$ cat config.mk
export PLATFORM = sky130hd
export DESIGN_NAME = iop_regs
export DESIGN_NICKNAME = d
export VERILOG_FILES = /design/src/verilog/iop_pkg.sv /design/src/verilog/iop_pin_sync.sv /design/src/verilog/iop_regs.sv
export SDC_FILE = /design/constraint.sdc
export NUM_CORES = 1
export LEC_CHECK = 0
export BUFFER_PORTS_ARGS = -buffer_cell sky130_fd_sc_hd__buf_2
export CAP_MARGIN = 25
export CORE_MARGIN = 3
export CORE_UTILIZATION = 40
export DETAILED_ROUTE_END_ITERATION = 10
export GPL_TIMING_DRIVEN = 1
export PLACE_DENSITY = 0.58
export SKIP_LAST_GASP = 1
export SYNTH_ARGS = -nofsm -noshare
export SYNTH_HDL_FRONTEND = slang
export SYNTH_SLANG_ARGS = --single-unit
$ cat constraint.sdc
create_clock -name i_mclk -period 11.9 [get_ports i_mclk]
set_clock_uncertainty 0.05 [all_clocks]
set_input_delay 1.19 -clock i_mclk [delete_from_list [all_inputs] [get_ports i_mclk]]
set_output_delay 1.19 -clock i_mclk [all_outputs]
set_load 0.02 [all_outputs]
$ cat src/verilog/iop_pkg.sv
// Purpose: shared constants for the I/O board configuration register bank
// Assumes: 16-bit register numbers and 16-bit register data
// Notes:   offsets are register numbers, not byte addresses
package iop_pkg;

  // ==========================================================================
  // widths and bus identity
  // ==========================================================================
  localparam int          REG_W      = 16;
  localparam int          CNT_W      = 32;
  localparam logic [7:0]  SLAVE_ADDR = 8'hc8;

  // ==========================================================================
  // register numbers
  // ==========================================================================
  localparam logic [15:0] A_SP1_OUT   = 16'h01f9;
  localparam logic [15:0] A_SP2_OUT   = 16'h01fa;
  localparam logic [15:0] A_SP1_EN    = 16'h0899;
  localparam logic [15:0] A_SP2_EN    = 16'h08cb;
  localparam logic [15:0] A_SP1_VOLT  = 16'h0e11;
  localparam logic [15:0] A_SP1_CONT  = 16'h0e12;
  localparam logic [15:0] A_SP2_VOLT  = 16'h0e25;
  localparam logic [15:0] A_SP2_CONT  = 16'h0e26;
  localparam logic [15:0] A_CHG_ALGO  = 16'h17b7;
  localparam logic [15:0] A_BATT_MV   = 16'h17c1;
  localparam logic [15:0] A_CHG_MA    = 16'h17c2;
  localparam logic [15:0] A_SUPPLY_MV = 16'h17c3;
  localparam logic [15:0] A_BRD_TEMP  = 16'h17c4;
  localparam logic [15:0] A_IN_KIND   = 16'h0bb9;
  localparam logic [15:0] A_TEMP_UNIT = 16'h0bba;
  localparam logic [15:0] A_FULL_SCL  = 16'h0bbb;
  localparam logic [15:0] A_THRESH    = 16'h0bbc;
  localparam logic [15:0] A_HYST      = 16'h0bbd;
  localparam logic [15:0] A_RISE_EN   = 16'h0bbe;
  localparam logic [15:0] A_FALL_EN   = 16'h0bbf;
  localparam logic [15:0] A_CNT_HIGH  = 16'h0bc0;
  localparam logic [15:0] A_CNT_LOW   = 16'h0bc1;
  localparam logic [15:0] A_READING   = 16'h0bc2;

  // ==========================================================================
  // values after reset
  // ==========================================================================
  localparam logic [15:0] RST_SP_EN   = 16'h0001;
  localparam logic [15:0] RST_SP_VOLT = 16'h0000;
  localparam logic [15:0] RST_SP_CONT = 16'h0000;
  localparam logic [15:0] RST_SP_OUT  = 16'h0000;
  localparam logic [15:0] RST_ALGO    = 16'h0001;
  localparam logic [15:0] RST_KIND    = 16'h0008;
  localparam logic [15:0] RST_UNIT    = 16'h0000;
  localparam logic [15:0] RST_ZERO    = 16'h0000;

  // ==========================================================================
  // input kinds and scaling
  // ==========================================================================
  localparam logic [15:0] KIND_NPN     = 16'h0000;
  localparam logic [15:0] KIND_PNP     = 16'h0001;
  localparam logic [15:0] KIND_CURRENT = 16'h0002;
  localparam logic [15:0] KIND_VOLTAGE = 16'h0003;
  localparam logic [15:0] KIND_THERM   = 16'h0004;
  localparam logic [15:0] KIND_POT     = 16'h0005;
  localparam logic [15:0] KIND_BRIDGE  = 16'h0007;
  localparam logic [15:0] KIND_NPN_RAW = 16'h0008;
  localparam logic [15:0] FS_TOP       = 16'hffff;
  localparam logic [15:0] SPAN_UA      = 16'd20000;
  localparam logic [15:0] SPAN_MV      = 16'd10000;
  // reciprocal factors, rounded up so the span top reaches the full-scale top
  // the millivolt factor needs 19 bits, so both are held at 20
  localparam logic [19:0] FS_K_UA = 20'((64'd65535 * 64'd65536 + 64'd19999) / 64'd20000);
  localparam logic [19:0] FS_K_MV = 20'((64'd65535 * 64'd65536 + 64'd9999) / 64'd10000);
  localparam logic [15:0] NO_BATT_MV   = 16'd5000;
  localparam logic [19:0] F_OFFSET_X10 = 20'd320;

endpackage : iop_pkg

$ cat src/verilog/iop_pin_sync.sv
// Purpose: brings an outside pin level into the i_mclk domain
// Assumes: pin changes are slow next to the 20 ns clock
// Notes:   a change is taken once the second and third stages agree
`timescale 1ns/1ps
module iop_pin_sync (
  input  wire logic i_mclk,
  input  wire logic i_rst_n,
  input  wire logic i_pin,
  output logic      o_level
);
  import iop_pkg::*;

  logic meta;
  logic stage2;
  logic stage3;

  // ==========================================================================
  // three stages, agreement filter
  // ==========================================================================
  always_ff @(posedge i_mclk or negedge i_rst_n) begin
    if (!i_rst_n) begin
      meta    <= 1'b0;
      stage2  <= 1'b0;
      stage3  <= 1'b0;
      o_level <= 1'b0;
    end else begin
      meta   <= i_pin;
      stage2 <= meta;
      stage3 <= stage2;
      if (stage2 == stage3) begin
        o_level <= stage3;
      end
    end
  end

endmodule : iop_pin_sync

$ cat src/verilog/iop_regs.sv
// Purpose: configuration and status register bank of the I/O board
// Assumes: requests arrive as decoded register reads and writes, one cycle each
// Notes:   answers one cycle after the request; other slave addresses are ignored
//
// Functional notes
// - full-scale on maps the current and voltage input ranges linearly onto 0 to 65535
// - full-scale off reports microamps for current and millivolts for voltage
// - counter advances on rising or falling edges only when that edge is enabled
// - counter is 32 bits over high and low registers; zeros clear it
// - a write to either counter register presets that half
// - analog input turns on once the reading reaches the threshold
// - an on input turns off once below threshold by at least the hysteresis
// - input kind codes 0 to 8, reset value 8
// - temperature unit bit selects Fahrenheit at 1, Celsius at 0 by default
// - charge algorithm 0 solar, 1 from 12 to 30 V supply, reset 1
// - read-only battery mV, charge mA, supply mV and board temperature
// - battery reading under 5 V means no battery attached
// - charge only while supply reading exceeds battery reading
// - battery powers the system while supply reading is below battery reading
// - board temperature held in tenths of a degree Celsius, uncalibrated
// - registers answer at slave address 200 only
// - output register 1 turns its switched output on, 0 turns it off
// - enable register 0 disables, 1 enables, reset enabled
// - voltage register 0 selects 5 V, 1 selects 16 V, reset 5 V
// - continuous-power value 1 applies after the next power cycle, reset 0
// - both outputs on with different voltages give 5 V or the lower one
`timescale 1ns/1ps
module iop_regs #(
  parameter bit SECOND_VARIANT = 1'b0
) (
  input  wire logic                  i_mclk,
  input  wire logic                  i_rst_n,
  input  wire logic [7:0]            i_slave_addr,
  input  wire logic                  i_req_wr,
  input  wire logic                  i_req_rd,
  input  wire logic [15:0]           i_req_reg,
  input  wire logic [15:0]           i_req_data,
  output logic                       o_rsp_valid,
  output logic [15:0]                o_rsp_data,
  output logic                       o_rsp_exception,
  input  wire logic                  i_count_pin,
  input  wire logic                  i_sample_valid,
  input  wire logic [15:0]           i_sample,
  input  wire logic [15:0]           i_battery_mv,
  input  wire logic [15:0]           i_charge_ma,
  input  wire logic [15:0]           i_supply_mv,
  input  wire logic [15:0]           i_board_temp,
  input  wire logic                  i_power_up,
  output logic [15:0]                o_reading,
  output logic                       o_input_on,
  output logic [iop_pkg::CNT_W-1:0]  o_count,
  output logic                       o_pwr1_on,
  output logic                       o_pwr2_on,
  output logic                       o_pwr1_16v,
  output logic                       o_pwr2_16v,
  output logic                       o_charge_enable,
  output logic                       o_battery_powers,
  output logic                       o_battery_absent,
  output logic                       o_charge_from_supply
);
  import iop_pkg::*;

  // ==========================================================================
  // registers
  // ==========================================================================
  logic [15:0] sp1_out;
  logic [15:0] sp2_out;
  logic [15:0] sp1_en;
  logic [15:0] sp2_en;
  logic [15:0] sp1_volt;
  logic [15:0] sp2_volt;
  logic [15:0] sp1_cont;
  logic [15:0] sp2_cont;
  logic [15:0] chg_algo;
  logic [15:0] in_kind;
  logic [15:0] temp_unit;
  logic [15:0] full_scale;
  logic [15:0] thresh;
  logic [15:0] hyst;
  logic [15:0] rise_en;
  logic [15:0] fall_en;
  logic        cont1_applied;
  logic        cont2_applied;
  logic        pin_prev;
  logic        pin_level;

  // ==========================================================================
  // request decode
  // ==========================================================================
  wire        addr_ok = (i_slave_addr == SLAVE_ADDR);
  wire        wr      = i_req_wr & addr_ok;
  wire        rd      = i_req_rd & addr_ok & ~i_req_wr;
  wire        wr_sp1_out  = wr & (i_req_reg == A_SP1_OUT);
  wire        wr_sp2_out  = wr & (i_req_reg == A_SP2_OUT);
  wire        wr_sp1_en   = wr & (i_req_reg == A_SP1_EN);
  wire        wr_sp2_en   = wr & (i_req_reg == A_SP2_EN);
  wire        wr_sp1_volt = wr & (i_req_reg == A_SP1_VOLT);
  wire        wr_sp2_volt = wr & (i_req_reg == A_SP2_VOLT);
  wire        wr_sp1_cont = wr & (i_req_reg == A_SP1_CONT);
  wire        wr_sp2_cont = wr & (i_req_reg == A_SP2_CONT);
  wire        wr_algo     = wr & (i_req_reg == A_CHG_ALGO);
  wire        wr_kind     = wr & (i_req_reg == A_IN_KIND);
  wire        wr_unit     = wr & (i_req_reg == A_TEMP_UNIT);
  wire        wr_fs       = wr & (i_req_reg == A_FULL_SCL);
  wire        wr_thresh   = wr & (i_req_reg == A_THRESH);
  wire        wr_hyst     = wr & (i_req_reg == A_HYST);
  wire        wr_rise     = wr & (i_req_reg == A_RISE_EN);
  wire        wr_fall     = wr & (i_req_reg == A_FALL_EN);
  wire        wr_cnt_hi   = wr & (i_req_reg == A_CNT_HIGH);
  wire        wr_cnt_lo   = wr & (i_req_reg == A_CNT_LOW);
  wire        wr_known    = wr_sp1_out | wr_sp2_out | wr_sp1_en | wr_sp2_en | wr_sp1_volt | wr_sp2_volt
                          | wr_sp1_cont | wr_sp2_cont | wr_algo | wr_kind | wr_unit | wr_fs | wr_thresh
                          | wr_hyst | wr_rise | wr_fall | wr_cnt_hi | wr_cnt_lo;

  // ==========================================================================
  // read selection
  // ==========================================================================
  logic [15:0] rd_data;
  logic        rd_hit;
  always_comb begin
    rd_hit  = 1'b1;
    rd_data = RST_ZERO;
    case (i_req_reg)
      A_SP1_OUT:   rd_data = sp1_out;
      A_SP2_OUT:   rd_data = sp2_out;
      A_SP1_EN:    rd_data = sp1_en;
      A_SP2_EN:    rd_data = sp2_en;
      A_SP1_VOLT:  rd_data = sp1_volt;
      A_SP2_VOLT:  rd_data = sp2_volt;
      A_SP1_CONT:  rd_data = sp1_cont;
      A_SP2_CONT:  rd_data = sp2_cont;
      A_CHG_ALGO:  rd_data = chg_algo;
      A_BATT_MV:   rd_data = i_battery_mv;
      A_CHG_MA:    rd_data = i_charge_ma;
      A_SUPPLY_MV: rd_data = i_supply_mv;
      A_BRD_TEMP:  rd_data = i_board_temp;
      A_IN_KIND:   rd_data = in_kind;
      A_TEMP_UNIT: rd_data = temp_unit;
      A_FULL_SCL:  rd_data = full_scale;
      A_THRESH:    rd_data = thresh;
      A_HYST:      rd_data = hyst;
      A_RISE_EN:   rd_data = rise_en;
      A_FALL_EN:   rd_data = fall_en;
      A_CNT_HIGH:  rd_data = o_count[31:16];
      A_CNT_LOW:   rd_data = o_count[15:0];
      A_READING:   rd_data = o_reading;
      default:     rd_hit  = 1'b0;
    endcase
  end

  always_ff @(posedge i_mclk or negedge i_rst_n) begin
    if (!i_rst_n) begin
      o_rsp_valid     <= 1'b0;
      o_rsp_data      <= RST_ZERO;
      o_rsp_exception <= 1'b0;
    end else begin
      o_rsp_valid     <= wr | rd;
      o_rsp_data      <= rd ? rd_data : (wr ? i_req_data : RST_ZERO);
      o_rsp_exception <= (rd & ~rd_hit) | (wr & ~wr_known);
    end
  end

  // ==========================================================================
  // configuration registers
  // ==========================================================================
  always_ff @(posedge i_mclk or negedge i_rst_n) begin
    if (!i_rst_n) begin
      sp1_out    <= RST_SP_OUT;
      sp2_out    <= RST_SP_OUT;
      sp1_en     <= RST_SP_EN;
      sp2_en     <= RST_SP_EN;
      sp1_volt   <= RST_SP_VOLT;
      sp2_volt   <= RST_SP_VOLT;
      sp1_cont   <= RST_SP_CONT;
      sp2_cont   <= RST_SP_CONT;
      chg_algo   <= RST_ALGO;
      in_kind    <= RST_KIND;
      temp_unit  <= RST_UNIT;
      full_scale <= RST_ZERO;
      thresh     <= RST_ZERO;
      hyst       <= RST_ZERO;
      rise_en    <= RST_ZERO;
      fall_en    <= RST_ZERO;
    end else begin
      if (wr_sp1_out)  sp1_out    <= i_req_data;
      if (wr_sp2_out)  sp2_out    <= i_req_data;
      if (wr_sp1_en)   sp1_en     <= i_req_data;
      if (wr_sp2_en)   sp2_en     <= i_req_data;
      if (wr_sp1_volt) sp1_volt   <= i_req_data;
      if (wr_sp2_volt) sp2_volt   <= i_req_data;
      if (wr_sp1_cont) sp1_cont   <= i_req_data;
      if (wr_sp2_cont) sp2_cont   <= i_req_data;
      if (wr_algo)     chg_algo   <= i_req_data;
      if (wr_kind)     in_kind    <= i_req_data;
      if (wr_unit)     temp_unit  <= i_req_data;
      if (wr_fs)       full_scale <= i_req_data;
      if (wr_thresh)   thresh     <= i_req_data;
      if (wr_hyst)     hyst       <= i_req_data;
      if (wr_rise)     rise_en    <= i_req_data;
      if (wr_fall)     fall_en    <= i_req_data;
    end
  end

  // ==========================================================================
  // input scaling
  // ==========================================================================
  wire        kind_cur   = (in_kind == KIND_CURRENT);
  wire        kind_volt  = (in_kind == KIND_VOLTAGE);
  wire        fs_on      = full_scale[0] & (kind_cur | kind_volt);
  wire [15:0] span       = kind_cur ? SPAN_UA : SPAN_MV;
  wire [19:0] fs_k       = kind_cur ? FS_K_UA : FS_K_MV;
  wire [15:0] clamped    = (i_sample > span) ? span : i_sample;
  wire [35:0] fs_prod    = {20'h00000, clamped} * {16'h0000, fs_k};
  wire [15:0] fs_value   = (fs_prod[35:16] > {4'h0, FS_TOP}) ? FS_TOP : fs_prod[31:16];
  wire signed [19:0] c_x10 = 20'(signed'(i_sample));
  wire signed [19:0] f_x10 = 20'((c_x10 * 20'sd9) / 20'sd5) + signed'(F_OFFSET_X10);
  wire        to_fahr    = (in_kind == KIND_THERM) & temp_unit[0];
  wire [15:0] next_reading = fs_on   ? fs_value
                           : to_fahr ? f_x10[15:0]
                           : i_sample;

  // ==========================================================================
  // on/off detection
  // ==========================================================================
  wire        at_on  = (o_reading >= thresh);
  wire        at_off = ({1'b0, o_reading} + {1'b0, hyst}) <= {1'b0, thresh};

  always_ff @(posedge i_mclk or negedge i_rst_n) begin
    if (!i_rst_n) begin
      o_reading  <= RST_ZERO;
      o_input_on <= 1'b0;
    end else begin
      if (i_sample_valid) begin
        o_reading <= next_reading;
      end
      if (!o_input_on && at_on) begin
        o_input_on <= 1'b1;
      end else if (o_input_on && at_off && !at_on) begin
        o_input_on <= 1'b0;
      end
    end
  end

  // ==========================================================================
  // edge counter
  // ==========================================================================
  iop_pin_sync u_pin_sync (
    .i_mclk  (i_mclk),
    .i_rst_n (i_rst_n),
    .i_pin   (i_count_pin),
    .o_level (pin_level)
  );

  wire rise_edge = pin_level & ~pin_prev & rise_en[0];
  wire fall_edge = ~pin_level & pin_prev & fall_en[0];
  wire count_hit = rise_edge | fall_edge;

  always_ff @(posedge i_mclk or negedge i_rst_n) begin
    if (!i_rst_n) begin
      pin_prev <= 1'b0;
      o_count  <= '0;
    end else begin
      pin_prev <= pin_level;
      if (wr_cnt_hi || wr_cnt_lo) begin
        if (wr_cnt_hi) o_count[31:16] <= i_req_data;
        if (wr_cnt_lo) o_count[15:0]  <= i_req_data;
      end else if (count_hit) begin
        o_count <= o_count + 32'h0000_0001;
      end
    end
  end

  // ==========================================================================
  // power monitor and switched power
  // ==========================================================================
  wire on1       = sp1_en[0] & (sp1_out[0] | cont1_applied);
  wire on2       = sp2_en[0] & (sp2_out[0] | cont2_applied);
  wire clash     = on1 & on2 & (sp1_volt[0] != sp2_volt[0]);
  wire low_pick  = SECOND_VARIANT ? (sp1_volt[0] & sp2_volt[0]) : 1'b0;
  wire next_16v1 = clash ? low_pick : sp1_volt[0];
  wire next_16v2 = clash ? low_pick : sp2_volt[0];

  always_ff @(posedge i_mclk or negedge i_rst_n) begin
    if (!i_rst_n) begin
      cont1_applied        <= 1'b0;
      cont2_applied        <= 1'b0;
      o_pwr1_on            <= 1'b0;
      o_pwr2_on            <= 1'b0;
      o_pwr1_16v           <= 1'b0;
      o_pwr2_16v           <= 1'b0;
      o_charge_enable      <= 1'b0;
      o_battery_powers     <= 1'b0;
      o_battery_absent     <= 1'b1;
      o_charge_from_supply <= 1'b1;
    end else begin
      if (i_power_up) begin
        cont1_applied <= sp1_cont[0];
        cont2_applied <= sp2_cont[0];
      end
      o_pwr1_on            <= on1;
      o_pwr2_on            <= on2;
      o_pwr1_16v           <= next_16v1;
      o_pwr2_16v           <= next_16v2;
      o_charge_enable      <= i_supply_mv > i_battery_mv;
      o_battery_powers     <= i_supply_mv < i_battery_mv;
      o_battery_absent     <= i_battery_mv < NO_BATT_MV;
      o_charge_from_supply <= chg_algo[0];
    end
  end
endmodule : iop_regs

==> summary.txt <==
largest net degree at the start of global routing: 160
Setup CP Type: reg -> reg
Post-synth EDFFs: 0
ys flop type: dfrtp_1
non-filler instance count after layout: 4,261
Tot GR Track Use: 25.4%
Hold Violations, Final: 0
outcome: complete, no violations
Hold Path Class: reg -> reg
Async S/R FF share, synth: 100%
min Tclk post-route: 11,300 ps
crit-path most repeated cell: fa_1
Max-Cap Viols: 0
Sw Share: 45.1%
initial drt markers: 2,342
Overall Power: 5.86 mW
CP Max Fanout: 8
VDD IR max: 0.156 mV
yosys warns: 0
FILL cells: 6,966
first-pass GRT wire length: 153 mm
CTS Root Buffer Type: clkbuf_16
Worst Setup End Kind: flop
Worst Path Required: 12,310 ps
clock network fraction of total power: 19.8%
register share of total power: 20.1%
r2r setup slk: 600 ps
Total Wirelength: 100 mm
die footprint: 76,900 µm²
final worst setup slack: 605 ps
deepest clock path buffer count: 3
dpl cells: 4,193
slowest CP cell: fa_1
sequential element share of the synthesized area: 28.7%
vias in the first global route: 25.0k
CP peak stage delay: 630 ps
Comb power frac: 60.1%
crit start category: flop
P_sw: 2.64 mW
Leakage: 16.3 nW
measured slew at the worst slew-check pin: 1080 ps
Max H-tree Level: 2
Place WS: 166 ps
initial antenna violation count: 1
final setup fails: 0
Final #Nets: 3,807
synthesized area: 29,500 µm²
fin area: 33,200 µm²
final core utilization: 46.0%
internal power: 3.22 mW
setup_tns: 0 ps
chip height: 277 µm
num ports: 202
Min-Delay Path Depth: 0
Reg-to-Reg End: o_reading[9]$_DFFE_PN0P_
die width: 277 µm
Initial Util: 40.8%
share of cells above drive strength 1: 22.0%
clock-pin slew on the worst setup and hold paths: 60 ps
Syn Area/Cell: 9.49 µm²
r2r startpoint: in_kind[7]$_DFFE_PN0P_
Pwr Density: 176 nW/µm²
Post-DP Area: 31,900 µm²
Routability Congestion: 0.956
via count: 25.3k
flops & latches, synth: 338
Slew HR: 28.2%
synthesized instance count: 3,104
CTS tree: done
drt first pass iters: 6
CTS Sinks: 338
Synth cell types: 116
Overflow after GRT: 0
Final Cycle Share: 94.9%
CTS Buf Count: 38
HPWL after detailed placement: 76.1 mm
drt drc: 0
Hold Path End: u_pin_sync.stage2$_DFF_PN0_
ANT nets after route: 0
cell count of the worst reg-to-reg path: 41
Cell Rows: 98
max frequency: 88.5 MHz
IO Port Bufs: 201
core area: 72,200 µm²
Data arrival, critical path: 11,700 ps
hold path start: u_pin_sync.meta$_DFF_PN0_
Final Max Tran Viols: 0
RSZ-0062 raised after global routing: false
routed len/inst: 23.6 µm
clock latency on the worst-skew pair: 550 ps
worst hold slack: 301 ps
Layout area overhead: 12.8%
via density per instance: 5.94
==> placed cells by master, fill, tap and decap left out, types with 18 or more instances in the layout <==
master | Yosys | final
a21o_1 | 24 | 24
a21oi_1 | 162 | 162
a221oi_1 | 48 | 48
a222oi_1 | 21 | 21
a22o_1 | 37 | 37
a22oi_1 | 58 | 58
a31oi_1 | 26 | 26
and3_1 | 28 | 28
buf_2 | 16 | 200
buf_4 | 3 | 105
clkbuf_16 | 0 | 39
dfrtp_1 | 332 | 332
fa_1 | 150 | 150
ha_1 | 244 | 243
inv_1 | 294 | 293
mux2_2 | 253 | 253
mux2i_1 | 20 | 20
nand2_1 | 255 | 255
nand2b_1 | 27 | 27
nand3_1 | 85 | 84
nand4_1 | 38 | 38
nor2_1 | 143 | 143
nor2b_1 | 21 | 20
nor3_1 | 53 | 44
o211ai_1 | 20 | 20
o21ai_0 | 146 | 144
o22ai_1 | 31 | 31
or3_1 | 20 | 18
xnor2_1 | 61 | 60
xor2_1 | 25 | 24
==> cells in the mapped netlist (37+ instances only) <==
cell type	n	area (µm²)
nor3_1	53	265
clkbuf_1	137	514
dfrtp_1	332	8310
a22o_1	37	324
mux2_2	253	2850
a21oi_1	162	811
a221oi_1	48	420
o21ai_0	146	731
nand4_1	38	238
fa_1	150	3000
nand2_1	255	957
xnor2_1	61	534
inv_1	294	1100
nand3_1	85	425
nor2_1	143	537
a22oi_1	58	435
ha_1	244	3050
==> registers in the layout (all words and copies together) (netlist names), 16 cells and up <==
register / flops
sp2_out: 16
sp1_out: 16
in_kind: 16
temp_unit: 16
o_reading: 16
rise_en: 16
chg_algo: 16
sp1_volt: 16
sp1_en: 16
full_scale: 16
sp2_volt: 16
thresh: 16
sp1_cont: 16
hyst: 16
sp2_cont: 16
o_count: 32
o_rsp_data: 16
fall_en: 16
sp2_en: 16
==> power by group through the flow <==
stage	registers, mW	clock network, mW	logic, mW
after global placement	1.20	0	3.44
after CTS	1.18	1.17	3.46
final	1.18	1.16	3.52
after floorplan	1.19	0	2.63
after detailed placement	1.20	0	3.44
after global routing	1.18	1.21	3.91
==> timing repair <==
action	in CTS	in global routing
hold endpoints to repair	0	0
resized for setup	0	20
hold buffers	0	0
endpoints found under the setup margin	0	16
buffers inserted	0	2
==> how the worst max path moves through the flow <==
stage	from	end	slack (ps)	cells after the start
finish	in_kind[7]$_DFFE_PN0P_	o_reading[9]$_DFFE_PN0P_	600	41
global route	i_sample[4]	o_reading[12]$_DFFE_PN0P_	10	47
CTS	in_kind[7]$_DFFE_PN0P_	o_reading[10]$_DFFE_PN0P_	140	46
detailed placement	i_sample[4]	o_reading[12]$_DFFE_PN0P_	170	44
global placement	in_kind[7]$_DFFE_PN0P_	o_reading[10]$_DFFE_PN0P_	180	46
floorplan	i_sample[1]	o_reading[12]$_DFFE_PN0P_	1180	49
==> worst max-delay path: cells and delay by family, from the launching register on <==
kind            cells  cell delay, ps
fa+ha+maj           8            3890
simple gates        9            2220
flops               1             420
buf+inv             7             950
compound gates     17            3630
==> cells by family after synthesis <==
group           synth area share [%]
mux                             10.6
fa+ha+maj                       20.7
other cells                   0.0255
compound gates                  18.3
xor+xnor                        2.56
buf+inv                         6.39
flops                           28.7
simple gates                    12.7
==> per-layer routing <==
layer / global-route usage, % / part of all wire (%)
met4: 7.09 / 2.9
met5: 0 / 0.0090
met1: 34.9 / 44
met3: 3.76 / 7.5
met2: 41.7 / 46
==> cell type report <==
type                       instances  area (µm²)  share of cell area (%)
sequential                       338        8470                    25.5
timing repair buffer             314        1970                    5.93
multi-input combinational       2299       19300                    58.1
clock inverter                    10         100                   0.301
tap                              950        1190                    3.58
inverter                         295        1110                    3.33
clock buffer                      54        1100                    3.32
antenna                            1        2.50                 0.00753
No activity file was read; power rests on OpenSTA's default activity.
